--- src/hdl/lss_pkg.sv ---
// shared constants, register map and types of the line driven set sequencer
package lss_pkg;
  // timing
  localparam int unsigned CLK_PERIOD_NS = 8;
  localparam int unsigned SETTLE_NS = 1000;
  localparam int unsigned SETTLE_CYC = (SETTLE_NS + CLK_PERIOD_NS - 1) / CLK_PERIOD_NS;
  localparam int unsigned SETTLE_W = 8;
  localparam logic [SETTLE_W-1:0] SETTLE_LOAD = 8'(SETTLE_CYC);

  // sizes
  localparam int unsigned IDX_W = 3;
  localparam int unsigned NUM_SETS = 8;
  localparam int unsigned PARAM_W = 32;
  localparam int unsigned ADDR_W = 8;
  localparam int unsigned DATA_W = 32;
  localparam int unsigned NUM_LINES = 2;
  localparam int unsigned CNT_W = 4;
  localparam logic [CNT_W-1:0] CNT_MAX = 4'h8;

  // register byte offsets
  localparam logic [ADDR_W-1:0] OFF_CTRL = 8'h00;
  localparam logic [ADDR_W-1:0] OFF_SET_COUNT = 8'h04;
  localparam logic [ADDR_W-1:0] OFF_STATUS = 8'h08;
  localparam logic [ADDR_W-1:0] OFF_INT_STATUS = 8'h0c;
  localparam logic [ADDR_W-1:0] OFF_INT_MASK = 8'h10;
  localparam logic [ADDR_W-1:0] OFF_BASE = 8'h14;
  localparam logic [ADDR_W-1:0] OFF_MEM_ADDR = 8'h18;
  localparam logic [ADDR_W-1:0] OFF_MEM_DATA = 8'h1c;

  // control field: bit0 enable, bit1 advance line, bit2 restart enable, bits4:3 invert
  localparam int unsigned CTRL_LSB = 0;
  localparam int unsigned CTRL_W = 5;
  // status field positions
  localparam int unsigned ST_IDX_LSB = 0;
  localparam int unsigned ST_WAIT_BIT = 3;
  localparam int unsigned ST_EN_BIT = 4;
  localparam int unsigned ST_BUSY_BIT = 5;
  // interrupt event bits
  localparam int unsigned EV_TAKEN = 0;
  localparam int unsigned EV_DROP = 1;
  localparam int unsigned EV_CYCLE = 2;
  localparam int unsigned EV_W = 3;

  // reset values
  localparam logic [CTRL_W-1:0] CTRL_RST = 5'h00;
  localparam logic [CNT_W-1:0] SET_COUNT_RST = 4'h8;
  localparam logic [EV_W-1:0] INT_MASK_RST = 3'h0;
  localparam logic [PARAM_W-1:0] BASE_RST = 32'h0000_0000;

  typedef struct packed {
    logic [NUM_LINES-1:0] inv;
    logic rst_en;
    logic adv_sel;
    logic enable;
  } lss_ctrl_t;

  typedef struct packed {
    logic wr;
    logic rd;
    logic [ADDR_W-1:0] addr;
    logic [DATA_W-1:0] wdata;
  } lss_bus_req_t;

  typedef enum logic [1:0] {ST_OFF, ST_LOAD, ST_RUN} lss_state_t;
endpackage

--- src/hdl/lss_sync.sv ---
// three stage synchronisers with agreement filter for the pin inputs
`timescale 1ns/100ps
`default_nettype none
module lss_sync (
  input wire logic clock, // system clock
  input wire logic resetn, // async reset, active low
  input wire logic [2:0] pin, // raw pins: trigger, line 2, line 1
  output logic [2:0] level, // filtered level
  output logic [2:0] rise, // one cycle: filtered level rises
  output logic [2:0] change, // one cycle: filtered level changes
  output logic [2:0] unstable // stages two and three disagree
);
  genvar i;
  generate
    for (i = 0; i < 3; i++) begin : g_bit
      logic s1, s2, s3, filt, next_filt;
      always_comb begin
        next_filt = (s2 == s3) ? s3 : filt;
      end
      always_ff @(posedge clock or negedge resetn) begin
        if (!resetn) begin
          s1 <= 1'b0;
          s2 <= 1'b0;
          s3 <= 1'b0;
          filt <= 1'b0;
        end else begin
          s1 <= pin[i];
          s2 <= s1;
          s3 <= s2;
          filt <= next_filt;
        end
      end
      assign level[i] = filt;
      assign change[i] = next_filt != filt;
      assign rise[i] = next_filt & ~filt;
      assign unstable[i] = s2 != s3;
    end
  endgenerate
endmodule // lss_sync
`default_nettype wire

--- src/hdl/lss_set_mem.sv ---
// parameter set store with registered read data
`timescale 1ns/100ps
`default_nettype none
module lss_set_mem
  import lss_pkg::*;
(
  input wire logic clock, // system clock
  input wire logic resetn, // async reset, active low
  input wire logic we, // write enable
  input wire logic [lss_pkg::IDX_W-1:0] waddr, // write index
  input wire logic [lss_pkg::PARAM_W-1:0] wdata, // write data
  input wire logic [lss_pkg::IDX_W-1:0] raddr, // read index
  output logic [lss_pkg::PARAM_W-1:0] rdata // read data, one cycle later
);
  logic [PARAM_W-1:0] mem [NUM_SETS];

  // array has no reset so it maps onto plain storage
  always_ff @(posedge clock) begin
    if (we) begin
      mem[waddr] <= wdata;
    end
  end

  always_ff @(posedge clock or negedge resetn) begin
    if (!resetn) begin
      rdata <= '0;
    end else begin
      rdata <= mem[raddr];
    end
  end
endmodule // lss_set_mem
`default_nettype wire

--- src/hdl/lss_sequencer.sv ---
// line driven parameter set sequencer: set selection, registers and interrupt
`timescale 1ns/100ps
`default_nettype none
// Contract
// step sets ascending, only at frame triggers
// either input line may steer advance
// enabling starts cycle at set zero
// advance line low keeps current set
// advance line high loads next set
// indices run zero to count minus one
// advance past last set wraps to zero
// line change drops waiting, discards triggers
// source triggers only while device waits
// disabling restores pre-enable active parameters
// other line may be restart source
// restart high selects set zero, wins
// restart low leaves normal advance decision
// both lines sampled at every trigger
// per-line invert option on control levels
module lss_sequencer
  import lss_pkg::*;
(
  input wire logic clock, // system clock, 125 MHz
  input wire logic resetn, // async reset, active low
  input wire lss_pkg::lss_bus_req_t bus_req, // register bus request
  output logic [lss_pkg::DATA_W-1:0] rdata, // read data, cycle after read strobe
  input wire logic [lss_pkg::NUM_LINES-1:0] line_pin, // input lines 1 and 2
  input wire logic trig_pin, // frame start trigger, rising edge
  output logic [lss_pkg::PARAM_W-1:0] active_params, // active parameter set
  output logic [lss_pkg::IDX_W-1:0] active_index, // current set index
  output logic waiting, // waiting for frame start trigger
  output logic capture, // one cycle: trigger accepted
  output logic irq // level interrupt
);
  import lss_pkg::*;

  logic [2:0] lvl, rise, chg, unstable;
  logic [PARAM_W-1:0] mem_rdata;
  lss_ctrl_t ctrl, next_ctrl;
  logic [CNT_W-1:0] set_count, next_set_count;
  logic [EV_W-1:0] int_stat, next_int_stat, int_mask, next_int_mask, events;
  logic [PARAM_W-1:0] base, next_base, next_active;
  logic [IDX_W-1:0] mem_addr, next_mem_addr, idx, next_idx, last;
  logic [DATA_W-1:0] next_rdata;
  logic [SETTLE_W-1:0] settle, next_settle;
  lss_state_t state, next_state;
  logic adv_hit, rst_hit, accept, busy, mem_we, adv_line, rst_line, wr_hit_int;

  lss_sync u_sync (
    .clock(clock),
    .resetn(resetn),
    .pin({trig_pin, line_pin}),
    .level(lvl),
    .rise(rise),
    .change(chg),
    .unstable(unstable)
  );

  assign mem_we = bus_req.wr && (bus_req.addr == OFF_MEM_DATA);

  lss_set_mem u_mem (
    .clock(clock),
    .resetn(resetn),
    .we(mem_we),
    .waddr(mem_addr),
    .wdata(bus_req.wdata),
    .raddr(next_idx),
    .rdata(mem_rdata)
  );

  // decision logic
  always_comb begin
    adv_line = ctrl.adv_sel;
    rst_line = ~ctrl.adv_sel;
    adv_hit = lvl[adv_line] ^ ctrl.inv[adv_line];
    rst_hit = ctrl.rst_en & (lvl[rst_line] ^ ctrl.inv[rst_line]);
    // a zero count behaves as a single set
    last = (set_count == '0) ? '0 : IDX_W'(set_count - 4'h1);
    // any line change opens a settle window; triggers in it are dropped
    busy = (settle != '0) | (|unstable[1:0]);
    waiting = (state == ST_RUN) & ~busy;
    accept = rise[2] & waiting;
    capture = accept;
    events = '0;
    events[EV_TAKEN] = accept;
    events[EV_DROP] = rise[2] & ~waiting & (state != ST_OFF);
    next_state = state;
    next_idx = idx;
    next_active = active_params;
    case (state)
      ST_OFF: begin
        next_active = base;
        if (ctrl.enable) begin
          next_idx = '0;
          next_state = ST_LOAD;
        end
      end
      ST_LOAD: begin
        next_active = mem_rdata;
        next_state = ST_RUN;
        if (!ctrl.enable) begin
          next_active = base;
          next_state = ST_OFF;
        end
      end
      ST_RUN: begin
        if (!ctrl.enable) begin
          next_active = base;
          next_state = ST_OFF;
        end else if (accept) begin
          next_state = ST_LOAD;
          if (rst_hit) begin
            next_idx = '0;
            events[EV_CYCLE] = 1'b1;
          end else if (adv_hit) begin
            if (idx >= last) begin
              next_idx = '0;
              events[EV_CYCLE] = 1'b1;
            end else begin
              next_idx = idx + 3'h1;
            end
          end
          // low advance line keeps the index; reload is harmless R4
        end
      end
      default: begin
        next_state = ST_OFF;
        next_active = base;
      end
    endcase
    next_settle = settle;
    if (|chg[1:0]) begin
      next_settle = SETTLE_LOAD;
    end else if (settle != '0) begin
      next_settle = settle - 8'h01;
    end
  end

  always_ff @(posedge clock or negedge resetn) begin
    if (!resetn) begin
      state <= ST_OFF;
      idx <= '0;
      active_params <= BASE_RST;
      settle <= '0;
    end else begin
      state <= next_state;
      idx <= next_idx;
      active_params <= next_active;
      settle <= next_settle;
    end
  end

  assign active_index = idx;

  // register file
  always_comb begin
    next_ctrl = ctrl;
    next_set_count = set_count;
    next_int_mask = int_mask;
    next_base = base;
    next_mem_addr = mem_addr;
    next_rdata = '0;
    wr_hit_int = bus_req.wr && (bus_req.addr == OFF_INT_STATUS);
    if (bus_req.wr) begin
      case (bus_req.addr)
        OFF_CTRL: next_ctrl = bus_req.wdata[CTRL_LSB +: CTRL_W];
        OFF_SET_COUNT: begin
          // counts above the store depth are clamped
          next_set_count = (bus_req.wdata[CNT_W-1:0] > CNT_MAX) ? CNT_MAX :
                           bus_req.wdata[CNT_W-1:0];
        end
        OFF_INT_MASK: next_int_mask = bus_req.wdata[EV_W-1:0];
        OFF_BASE: next_base = bus_req.wdata;
        OFF_MEM_ADDR: next_mem_addr = bus_req.wdata[IDX_W-1:0];
        default: next_base = base;
      endcase
    end
    // set wins over a write-one clear in the same cycle
    next_int_stat = (int_stat & ~(wr_hit_int ? bus_req.wdata[EV_W-1:0] : '0)) | events;
    if (bus_req.rd) begin
      case (bus_req.addr)
        OFF_CTRL: next_rdata[CTRL_LSB +: CTRL_W] = ctrl;
        OFF_SET_COUNT: next_rdata[CNT_W-1:0] = set_count;
        OFF_STATUS: begin
          next_rdata[ST_IDX_LSB +: IDX_W] = idx;
          next_rdata[ST_WAIT_BIT] = waiting;
          next_rdata[ST_EN_BIT] = (state != ST_OFF);
          next_rdata[ST_BUSY_BIT] = busy;
        end
        OFF_INT_STATUS: next_rdata[EV_W-1:0] = int_stat;
        OFF_INT_MASK: next_rdata[EV_W-1:0] = int_mask;
        OFF_BASE: next_rdata = base;
        OFF_MEM_ADDR: next_rdata[IDX_W-1:0] = mem_addr;
        default: next_rdata = '0;
      endcase
    end
  end

  always_ff @(posedge clock or negedge resetn) begin
    if (!resetn) begin
      ctrl <= CTRL_RST;
      set_count <= SET_COUNT_RST;
      int_stat <= '0;
      int_mask <= INT_MASK_RST;
      base <= BASE_RST;
      mem_addr <= '0;
      rdata <= '0;
      irq <= 1'b0;
    end else begin
      ctrl <= next_ctrl;
      set_count <= next_set_count;
      int_stat <= next_int_stat;
      int_mask <= next_int_mask;
      base <= next_base;
      mem_addr <= next_mem_addr;
      rdata <= next_rdata;
      irq <= |(next_int_stat & next_int_mask);
    end
  end

  logic a_adv, a_rst;
  assign a_adv = lvl[ctrl.adv_sel] ^ ctrl.inv[ctrl.adv_sel];
  assign a_rst = ctrl.rst_en & (lvl[~ctrl.adv_sel] ^ ctrl.inv[~ctrl.adv_sel]);
endmodule // lss_sequencer
`default_nettype wire

--- config.mk ---
export PLATFORM = sky130hd
export DESIGN_NAME = lss_sequencer
export DESIGN_NICKNAME = d
export VERILOG_FILES = /design/src/hdl/lss_pkg.sv /design/src/hdl/lss_sync.sv /design/src/hdl/lss_set_mem.sv /design/src/hdl/lss_sequencer.sv
export SDC_FILE = /design/constraint.sdc
export NUM_CORES = 1
export LEC_CHECK = 0
export BUFFER_PORTS_ARGS = -buffer_cell sky130_fd_sc_hd__clkbuf_2
export CORE_ASPECT_RATIO = 0.9
export CORE_MARGIN = 5
export CORE_UTILIZATION = 49
export CTS_CLUSTER_DIAMETER = 100
export CTS_CLUSTER_SIZE = 16
export DETAILED_ROUTE_END_ITERATION = 8
export PLACE_DENSITY = 0.67
export SYNTH_ARGS = -nofsm -noshare
export SYNTH_HDL_FRONTEND = slang
export SYNTH_SLANG_ARGS = --single-unit
--- constraint.sdc ---
create_clock -name clock -period 4 [get_ports clock]
set_clock_uncertainty 0.2 [all_clocks]
set_input_delay 0.6 -clock clock [delete_from_list [all_inputs] [get_ports clock]]
set_output_delay 0.6 -clock clock [all_outputs]
set_load 0.05 [all_outputs]
==> metrics.csv, run 1 <==
metric,value,unit
outcome,"complete, no violations",
fin_crit_sh,91.5,%
slowest_stage,o21ai_4,
fp.dieW,208,um
cts.sinks,428,
p_total,8.03,mW
drt_iter0_drc,636,
r2r_start,set_count[1],
syn_area,17200,um^2
coreArea,34900,um^2
postCtsSetupRepairBufs,0,
grt_pass1_wl,54800,um
critPathBufInv,2,
clk_path_buf_depth,3,
hold_depth,1,
synth-seq-cells,428,
drt-pass1-iter-count,5,
cts_buffers,30,
pre_cts_ws,362,ps
busiest_layer,met2,
clock-root-buffer,clkbuf_16,
worstHoldPathType,in2reg,
setup_viol,0,
met2_usage,29.0,%
die_h,188,um
worst_path_dominant_cell_family,compound AO/OA/AOI/OAI gates,
clk_latency,570,ps
drv_slew,0,
die_area,39000,um^2
crit_top_cell,a21oi_1,
r2r_cells,13,
cts_resized,0,
startpoint_type,flip-flop,
slowest_delay,630,ps
yosysWarnings,0,
finalCriticalPeriod,3660,ps
slew_headroom,38.3,%
clock.fmax,273,MHz
min_to,u_mem.mem[1][23],
min_from,bus_req[23],
worst_ep_required_time,4260,ps
num_io_pins,117,
setup_slack,341,ps
syn_inst,1056,
rsz0062_at_grt,no,
areaGrowthSynthToFinish,12.1,%
p_leak,7.21,nW
maxCapViolations,0,
synth_flop_cell,edfxtp_1,
power.density,416,nW/um^2
layout.nets,1245,
synth_cell_types,56,
worstSetupPathType,reg2reg,
tightestPinTransition,920,ps
synth_fp_nets,1108,
r2r-end,u_mem.rdata[0],
rows,65,
syn_area_per_cell,16.3,um^2
finalHoldViolCount,0,
synth_edf_count,256,
htreeDepth,1,
grtUsageMet1,25.4,%
gp_congestion,0.821,
worst-path-max-fanout,16,
hpwl,20600,um
fin_setup_tns,0,ps
rrSetupSlack,340,ps
end_kind,flip-flop,
wl_per_cell,20.3,um
grt_usage,17.6,%
ys_seq_area_share,69.6,%
grt_max_degree,88,
grt_use_met3,2.71,%
num_vias,8962,
antenna_found_initial,2,
grt_overflow,0,
postCtsHoldBufs,4,
hold-worst-slack,131,ps
path_clk_slew,70,ps
async_reset_ff_share,40.2,%
first_global_vias,9310,
port_buffers,116,
diodes,0,
start_util,49.4,%
drcViolationCount,0,
layout-drive-gt1-share,23.2,%
cts_tree,yes,
crit_chain,inv_1 -> nand2_1 -> nor3b_1 -> a21oi_1 -> ha_1 -> a21oi_1 -> o21ai_0 -> a221oi_1 -> a31oi_1 -> nor2b_1 -> o21ai_4 -> buf_4 -> mux2_2,
viasPerCell,5.32,
wl,34300,um
ir_drop,401,uV
cp.arrival,3910,ps
antenna_left,0,
## power breakdown
group          total, mW  switching (mW)  internal [mW]  leakage [nW]
Clock               2.89            1.43           1.46         0.417
Combinational      0.332           0.223          0.109          2.27
Sequential          4.81          0.0615           4.75          4.53
## worst max-delay path by stage
stage,start,endpoint,cells past startpoint
after floorplan,bus_req[32],u_mem.mem[6][0],5
after detailed placement,set_count[1],u_mem.rdata[24],13
final,set_count[1],u_mem.rdata[0],13
after CTS,set_count[1],u_mem.rdata[21],13
after global routing,set_count[1],u_mem.rdata[23],13
after global placement,set_count[1],u_mem.rdata[26],13
## per-stage QoR
stage / area (um^2) / utilization (%) / cells
after global routing: 19300 / 55.3 / 1686
final: 19300 / 55.3 / 1686
after detailed placement: 18400 / 52.7 / 1626
after global placement: 18400 / 52.7 / 1626
after floorplan: 17200 / - / 1056
after CTS: 19300 / 55.3 / 1686
## cells by family after synthesis
group,synth area share [%]
AND/OR/NAND/NOR,5.19
buffers and inverters,2.94
multiplexers,18.9
AO/OA/AOI/OAI,2.35
flip-flops,69.6
adder cells (fa/ha/maj),0.479
XOR/XNOR,0.545
## synth_stat cells, drive strengths merged (3+ instances only)
cell	count	share of area [%]
nand3b	5	0.22
xnor2	6	0.31
a21oi	8	0.23
nand2	74	1.6
clkbuf	21	0.48
mux4	3	0.39
mux2	78	5.1
o21ai	44	1.3
nor3	8	0.26
nor2b	4	0.15
and2	29	1.1
nand3	4	0.15
inv	7	0.15
xor2	3	0.24
ha	5	0.36
mux2i	230	13
nor2	34	0.74
edfxtp	256	45
dfrtp	171	25
nand2b	6	0.22
buf	25	2.3
or3	5	0.21
## routing by layer
metal  share of wire (%)  wire length (um)
met3                 4.3              1490
met5                   0                 0
met2                  47             16300
met1                  47             16000
met4                 1.6               542
## cell type report
class                           count  area [um^2]
Clock buffer                       55          866
Clock inverter                      1         16.3
Fill cell                        2789        15600
Inverter                            7         26.3
Multi-Input combinational cell    575         4820
Sequential cell                   428        12000
Tap cell                          469          587
Timing Repair Buffer              151         1000
## worst register-to-register path, stage by stage (launching register included)
cell and delay, ps:
dfrtp_1 400, inv_1 90, nand2_1 90, nor3b_1 210, a21oi_1 70, ha_1 300
a21oi_1 140, o21ai_0 150, a221oi_1 300, a31oi_1 90, nor2b_1 190, o21ai_4 630
buf_4 340, mux2_2 360
## registers in the layout, summed over array words and instances, names as in the netlist, 4 cells and up
signal and count:
u_mem.mem 256, active_params 32, base 32, rdata 32
u_mem.rdata 32, settle 8, ctrl 4, set_count 4
## cell usage in the layout (no fill, tap or decap), types with 2 or more instances in the layout
cell and n:
a32oi_1 2, edfxtp_1 256, clkbuf_1 24, nor2b_1 4, buf_4 20, xor2_2 2, a22oi_1 2, dfrtp_1 171
nor2_4 7, or3_1 4, nor2_1 27, a31oi_1 2, nand2b_1 6, dlygate4sd3_1 4, o21ai_0 43, nor3_4 2
ha_1 5, nand3b_1 5, nand3_1 3, nand2_1 74, mux4_2 3, nor3_1 5, buf_12 11, clkbuf_2 115
or4_1 2, inv_1 7, o211ai_1 2, and2_1 27, clkbuf_16 31, mux2i_1 230, a21oi_1 8, xnor2_1 6
mux2_2 78, o211a_1 2, maj3_1 2
No activity file was read; power rests on OpenSTA's default activity.
==> run 2, diff against run 1 <==
==> constraint.sdc (replaced) <==
create_clock -name clock -period 4 [get_ports clock]
set_clock_uncertainty 0.2 [all_clocks]
set_input_delay 0.4 -clock clock [delete_from_list [all_inputs] [get_ports clock]]
set_output_delay 0.4 -clock clock [all_outputs]
set_load 0.05 [all_outputs]
==> run 2 against run 1 <==
  * Clock power about the same
  * Power up 0.10%
  * Cell count up 1.4%
  * Non-clock buffer count rose by 23
  * Flip-flop and latch count is the same
  * Cell area is 1.5% higher
  * Critical endpoint is now u_mem.rdata[14]
  * Die area is the same
  * Register-to-register slack improved by 40 ps
  * Fmax is 0.99% higher
  * Wire length is 0.36% lower
  * Core utilization grew 0.81 points
  * Critical path depth stayed put
==> metrics.csv, run 2 (synthesis results as in run 1) <==
metric,value,unit,change
outcome,"complete, no violations",,
viasPerCell,5.27,,-0.92%
clock.fmax,276,MHz,+0.99%
worstSetupPathType,reg2reg,,
finalCriticalPeriod,3620,ps,-35.7 ps
crit_chain,inv_1 -> nand2_1 -> nor3b_1 -> a21oi_1 -> ha_1 -> a21oi_1 -> o21ai_0 -> or3_4 -> or4_1 -> nand3_4 -> buf_12 -> mux2i_1 -> mux2_2,,
final_common_cell,edfxtp_1,,
cts_buffers,30,,unchanged
first_global_vias,9272,,-0.41%
path_clk_slew,70,ps,about the same
power.density,410,nW/um^2,-1.3%
slowest_stage,or4_1,,
rsz0062_at_grt,no,,
worst-path-max-fanout,27,,+11
wl,34200,um,-0.36%
crit_top_cell,a21oi_1,,
rows,65,,unchanged
clk_path_buf_depth,3,,unchanged
drcViolationCount,0,,unchanged
cp.arrival,3880,ps,-30 ps
port_buffers,116,,unchanged
critPathBufInv,2,,unchanged
fp.dieW,208,um,unchanged
clk_latency,580,ps,about the same
clock-root-buffer,clkbuf_16,,
diodes,0,,unchanged
grt_overflow,0,,unchanged
coreArea,34900,um^2,unchanged
end_kind,flip-flop,,
worst_ep_required_time,4260,ps,about the same
startpoint_type,flip-flop,,
hpwl,20000,um,-3.0%
antenna_left,0,,unchanged
cts_tree,yes,,
postCtsSetupRepairBufs,0,,unchanged
worstHoldPathType,in2reg,,
setup_viol,0,,unchanged
p_total,8.04,mW,+0.10%
cts_resized,0,,unchanged
num_vias,9001,,+0.44%
fin_crit_sh,90.6,%,-0.89 points
wl_per_cell,20.0,um,-1.7%
grt_usage,17.4,%,-0.18 points
maxCapViolations,0,,unchanged
areaGrowthSynthToFinish,13.8,%,
antenna_found_initial,0,,-2
tightestPinTransition,884,ps,-35.8 ps
drt_iter0_drc,496,,-22%
layout_common_cells,"edfxtp_1, mux2i_1, dfrtp_1",,
grt_pass1_wl,53900,um,-1.7%
regMostFlops,u_mem.mem,,
die_h,188,um,unchanged
worst_path_dominant_cell_family,simple AND/OR/NAND/NOR gates,,
slowest_delay,460,ps,-170 ps
cts.sinks,428,,unchanged
drv_slew,0,,unchanged
drt-pass1-iter-count,5,,unchanged
num_io_pins,117,,unchanged
p_leak,7.31,nW,+1.4%
largest_reg_flops,256,,unchanged
layout-drive-gt1-share,22.3,%,-0.91 points
start_util,49.4,%,unchanged
ir_drop,369,uV,-8.0%
hold-worst-slack,65.3,ps,-65.2 ps
layout.nets,1268,,+1.8%
slew_headroom,40.7,%,+2.4 points
htreeDepth,1,,unchanged
gp_congestion,0.771,,-6.1%
die_area,39000,um^2,unchanged
finalHoldViolCount,0,,unchanged
fin_setup_tns,0,ps,unchanged
grt_max_degree,107,,+22%
run 2: cell types whose count changed in the layout (fill, tap and decap cells not counted), sizes merged:
| cell | previous run | this run |
|---|---|---|
| buf | 31 | 25 |
| dlygate4sd3 | 4 | 33 |
run 2: power by group:
| group | total (mW) | internal (mW) | switching (mW) | leakage [nW] |
|---|---|---|---|---|
| Sequential | 4.81 | 4.75 | 0.0608 | 4.53 |
| Combinational | 0.355 | 0.127 | 0.228 | 2.36 |
| Clock | 2.88 | 1.46 | 1.42 | 0.417 |
| Total | 8.04 | 6.33 | 1.71 | 7.31 |
run 2: layer usage:
| metal | global-route usage, % | routed length, um | vias to the layer above |
|---|---|---|---|
| met1 | 24.8 | 16000 | 4624 |
| met3 | 2.44 | 1040 | 41 |
| met5 | 0 | 0 | - |
| li1 | - | - | 4209 |
| met2 | 29.2 | 16500 | 127 |
| met4 | 3.59 | 627 | 0 |
run 2: worst register-to-register path: stages, from the launching register on:
cell and delay, ps:
dfrtp_1 410, inv_1 100, nand2_1 90, nor3b_1 200, a21oi_1 70, ha_1 300
a21oi_1 140, o21ai_0 150, or3_4 430, or4_1 460, nand3_4 270, buf_12 290
mux2i_1 130, mux2_2 260
run 2: worst paths after layout:
kind / startpoint / endpoint / cells past startpoint / slack [ps]
setup / recovery: set_count[1] / u_mem.rdata[14] / 13 / 380
hold / removal: bus_req[33] / rdata[3] / 4 / 70
setup reg to reg: set_count[1] / u_mem.rdata[14] / 13 / 380
hold reg to reg: u_sync.g_bit[1].s1 / u_sync.g_bit[1].s2 / 0 / 150
max in group asynchronous: resetn / base[13] / 3 / 2270
min in group asynchronous: resetn / u_sync.g_bit[1].s2 / 2 / 310
run 2: cell type report:
type | count | area (um^2)
fill | 2786 | 15300
sequential | 428 | 12000
multi-input combinational | 575 | 4820
timing repair buffer | 174 | 1280
clock buffer | 55 | 866
tap | 469 | 587
inverter | 7 | 26.3
clock inverter | 1 | 16.3
run 2: repair_timing:
| action | in CTS | in global routing |
|---|---|---|
| endpoints found under the hold margin | 357 | 0 |
| endpoints found under the setup margin | 0 | 0 |
| hold buffers | 33 | 0 |
run 2: per-stage QoR:
step	std cells	utilization (%)	area, um^2	worst slack [ps]
after global placement	1620	52.7	18400	458
after global routing	1709	56.2	19600	111
after floorplan	1056	-	17200	280
after CTS	1709	56.2	19600	387
final	1709	56.2	19600	377
after detailed placement	1620	52.7	18400	403
==> run 3, diff against run 2 <==
Settings changed: REMOVE_ABC_BUFFERS set to 1.
==> run 3 against run 2 <==
  * Fmax decreased by 0.74%
  * Wire length increased by 0.13%
  * Via count decreased by 0.30%
  * Critical path depth unchanged
  * Flip-flop and latch count unchanged
  * Largest power group unchanged
  * Worst hold slack got worse by 7.5 ps
  * Combinational power about the same
  * Global-route usage increased by 0.22 points
==> metrics.csv, run 3 (synthesis results as in run 1) <==
metric,value,unit,change
outcome,"complete, no violations",,
final_common_cell,edfxtp_1,,
slowest_stage,or4_1,,
worst_path_dominant_cell_family,simple AND/OR/NAND/NOR gates,,
worst-path-stages,13,,unchanged
fp.dieW,208,um,unchanged
setup_viol,0,,unchanged
cts_resized,0,,unchanged
drcViolationCount,0,,unchanged
worst-path-max-fanout,24,,-11%
cts.sinks,428,,unchanged
hpwl,20100,um,+0.76%
tightestPinTransition,937,ps,+53.4 ps
slew_headroom,37.3,%,-3.4 points
drv_slew,0,,unchanged
rows,65,,unchanged
finalCriticalPeriod,3650,ps,+27.2 ps
layout.nets,1273,,+0.39%
cp.arrival,3890,ps,about the same
crit_chain,inv_1 -> nand2_1 -> nor3b_1 -> a21oi_1 -> ha_1 -> a21oi_1 -> o21ai_0 -> or3_4 -> or4_1 -> nand3_4 -> buf_12 -> mux2i_1 -> mux2_2,,
die_h,188,um,unchanged
regMostFlops,u_mem.mem,,
r2r_start,set_count[0],,
antenna_left,0,,unchanged
largest_reg_flops,256,,unchanged
antenna_found_initial,0,,unchanged
start_util,49.4,%,unchanged
p_leak,7.36,nW,+0.61%
dr_wl_met3,1480,um,+43%
die_area,39000,um^2,unchanged
route.met2.wl,16500,um,about the same
drt_iter0_drc,586,,+18%
num_io_pins,117,,unchanged
power.net_switching,1.70,mW,-0.46%
comb_power_share,4.4,%,about the same
setup_slack,350,ps,-27.2 ps
pwr-share-clk,36.0,%,+0.2 points
wl_per_cell,20.0,um,-0.10%
fin_crit_sh,91.3,%,+0.68 points
diodes,0,,unchanged
grt_usage,17.7,%,+0.22 points
p_int,6.36,mW,+0.44%
pre_cts_ws,380,ps,-22.9 ps
dp.cells,1626,,+0.37%
finalHoldViolCount,0,,unchanged
clock.fmax,274,MHz,-0.74%
layout-drive-gt1-share,22.7,%,+0.41 points
r2r-end,u_mem.rdata[15],,
power.density,410,nW/um^2,about the same
wl,34200,um,+0.13%
drt-pass1-iter-count,5,,unchanged
highest_layer,met4,,
fillCellCount,2773,,-0.47%
crit_path_end,u_mem.rdata[15],,
ir_drop,287,uV,-22%
clock-root-buffer,clkbuf_16,,
layout_common_cells,"edfxtp_1, mux2i_1, dfrtp_1",,
cts_buffers,30,,unchanged
startpoint,set_count[0],,
grt_overflow,0,,unchanged
p_total,8.06,mW,+0.25%
clk_latency,570,ps,about the same
num_vias,8974,,-0.30%
htreeDepth,1,,unchanged
worst_ep_required_time,4240,ps,-20 ps
r2r_cells,13,,unchanged
postLayoutCoreUtil,56.3,%,+0.15 points
grt_max_degree,95,,-11%
rsz0062_at_grt,no,,
placed_cell_area,18400,um^2,+0.31%
grt_pass1_wl,54600,um,+1.4%
critPathBufInv,2,,unchanged
switching_share,21.1,%,-0.15 points
crit_top_cell,a21oi_1,,
viasPerCell,5.24,,-0.53%
drt-met1-wl,15600,um,-2.3%
clk_path_buf_depth,3,,unchanged
p_seq_share,59.6,%,-0.2 points
worstSetupPathType,reg2reg,,
gp_congestion,0.829,,+7.5%
final_area,19600,um^2,+0.27%
worstHoldPathType,in2reg,,
rrSetupSlack,350,ps,-30 ps
port_buffers,116,,unchanged
slowest_delay,460,ps,about the same
end_kind,flip-flop,,
first_global_vias,9264,,-0.086%
maxCapViolations,0,,unchanged
path_clk_slew,80,ps,about the same
startpoint_type,flip-flop,,
cts_tree,yes,,
final_cells,1713,,+0.23%
areaGrowthSynthToFinish,14.1,%,
coreArea,34900,um^2,unchanged
-- run 3: worst reg2reg max path, delay by kind of cell (launching register included) --
kind / cells / cell delay [ps]
muxes: 2 / 390
adders and majority gates: 1 / 300
DFF: 1 / 410
and+or+nand+nor: 5 / 1490
buffers and inverters: 2 / 360
AOI/OAI and AO/OA: 3 / 360
-- run 3: layout make-up --
cell class                      count  area, um^2  area share (%)
Clock buffer                       55         887            4.52
Sequential cell                   428       12000            61.0
Tap cell                          469         587            2.99
Inverter                            7        26.3           0.134
Timing Repair Buffer              179        1340            6.83
Multi-Input combinational cell    575        4810            24.5
-- run 3: worst min-delay path by stage --
stage,to,cells after the start,slack (ps),from
2_1_floorplan,active_index[0],0,-100,resetn
3_3_place_gp,u_sync.g_bit[2].s2,0,140,u_sync.g_bit[2].s1
3_5_place_dp,u_sync.g_bit[0].s2,0,130,u_sync.g_bit[0].s1
4_1_cts,rdata[0],3,60,bus_req[36]
5_1_grt,u_mem.mem[5][3],1,60,bus_req[3]
6_report,u_mem.mem[1][0],1,60,bus_req[0]
-- run 3: through the flow --
stage                     setup TNS, ps  hold WS, ps
after floorplan                 -139680        -95.6
after global placement                0          141
after detailed placement              0          135
after CTS                             0         60.4
after global routing                  0         63.9
final                                 0         57.8
-- run 3: what timing repair did --
item                                   CTS  global route
hold buffers                            32             0
endpoints found under the hold margin  327             0
buffers inserted                         0             0
-- run 3: layer usage --
metal	GRT usage (%)	up-vias
met5	0	-
li1	-	4216
met4	3.41	0
met3	2.61	39
met2	29.5	189
met1	25.3	4530
-- run 3: power groups by stage --
stage	combinational [mW]	clock [mW]	sequential, mW
finish	0.354	2.90	4.81
global route	0.398	3.16	4.82
CTS	0.361	2.98	4.81
detailed placement	0.335	0	4.90
global placement	0.328	0	4.90
floorplan	0.118	0	4.95
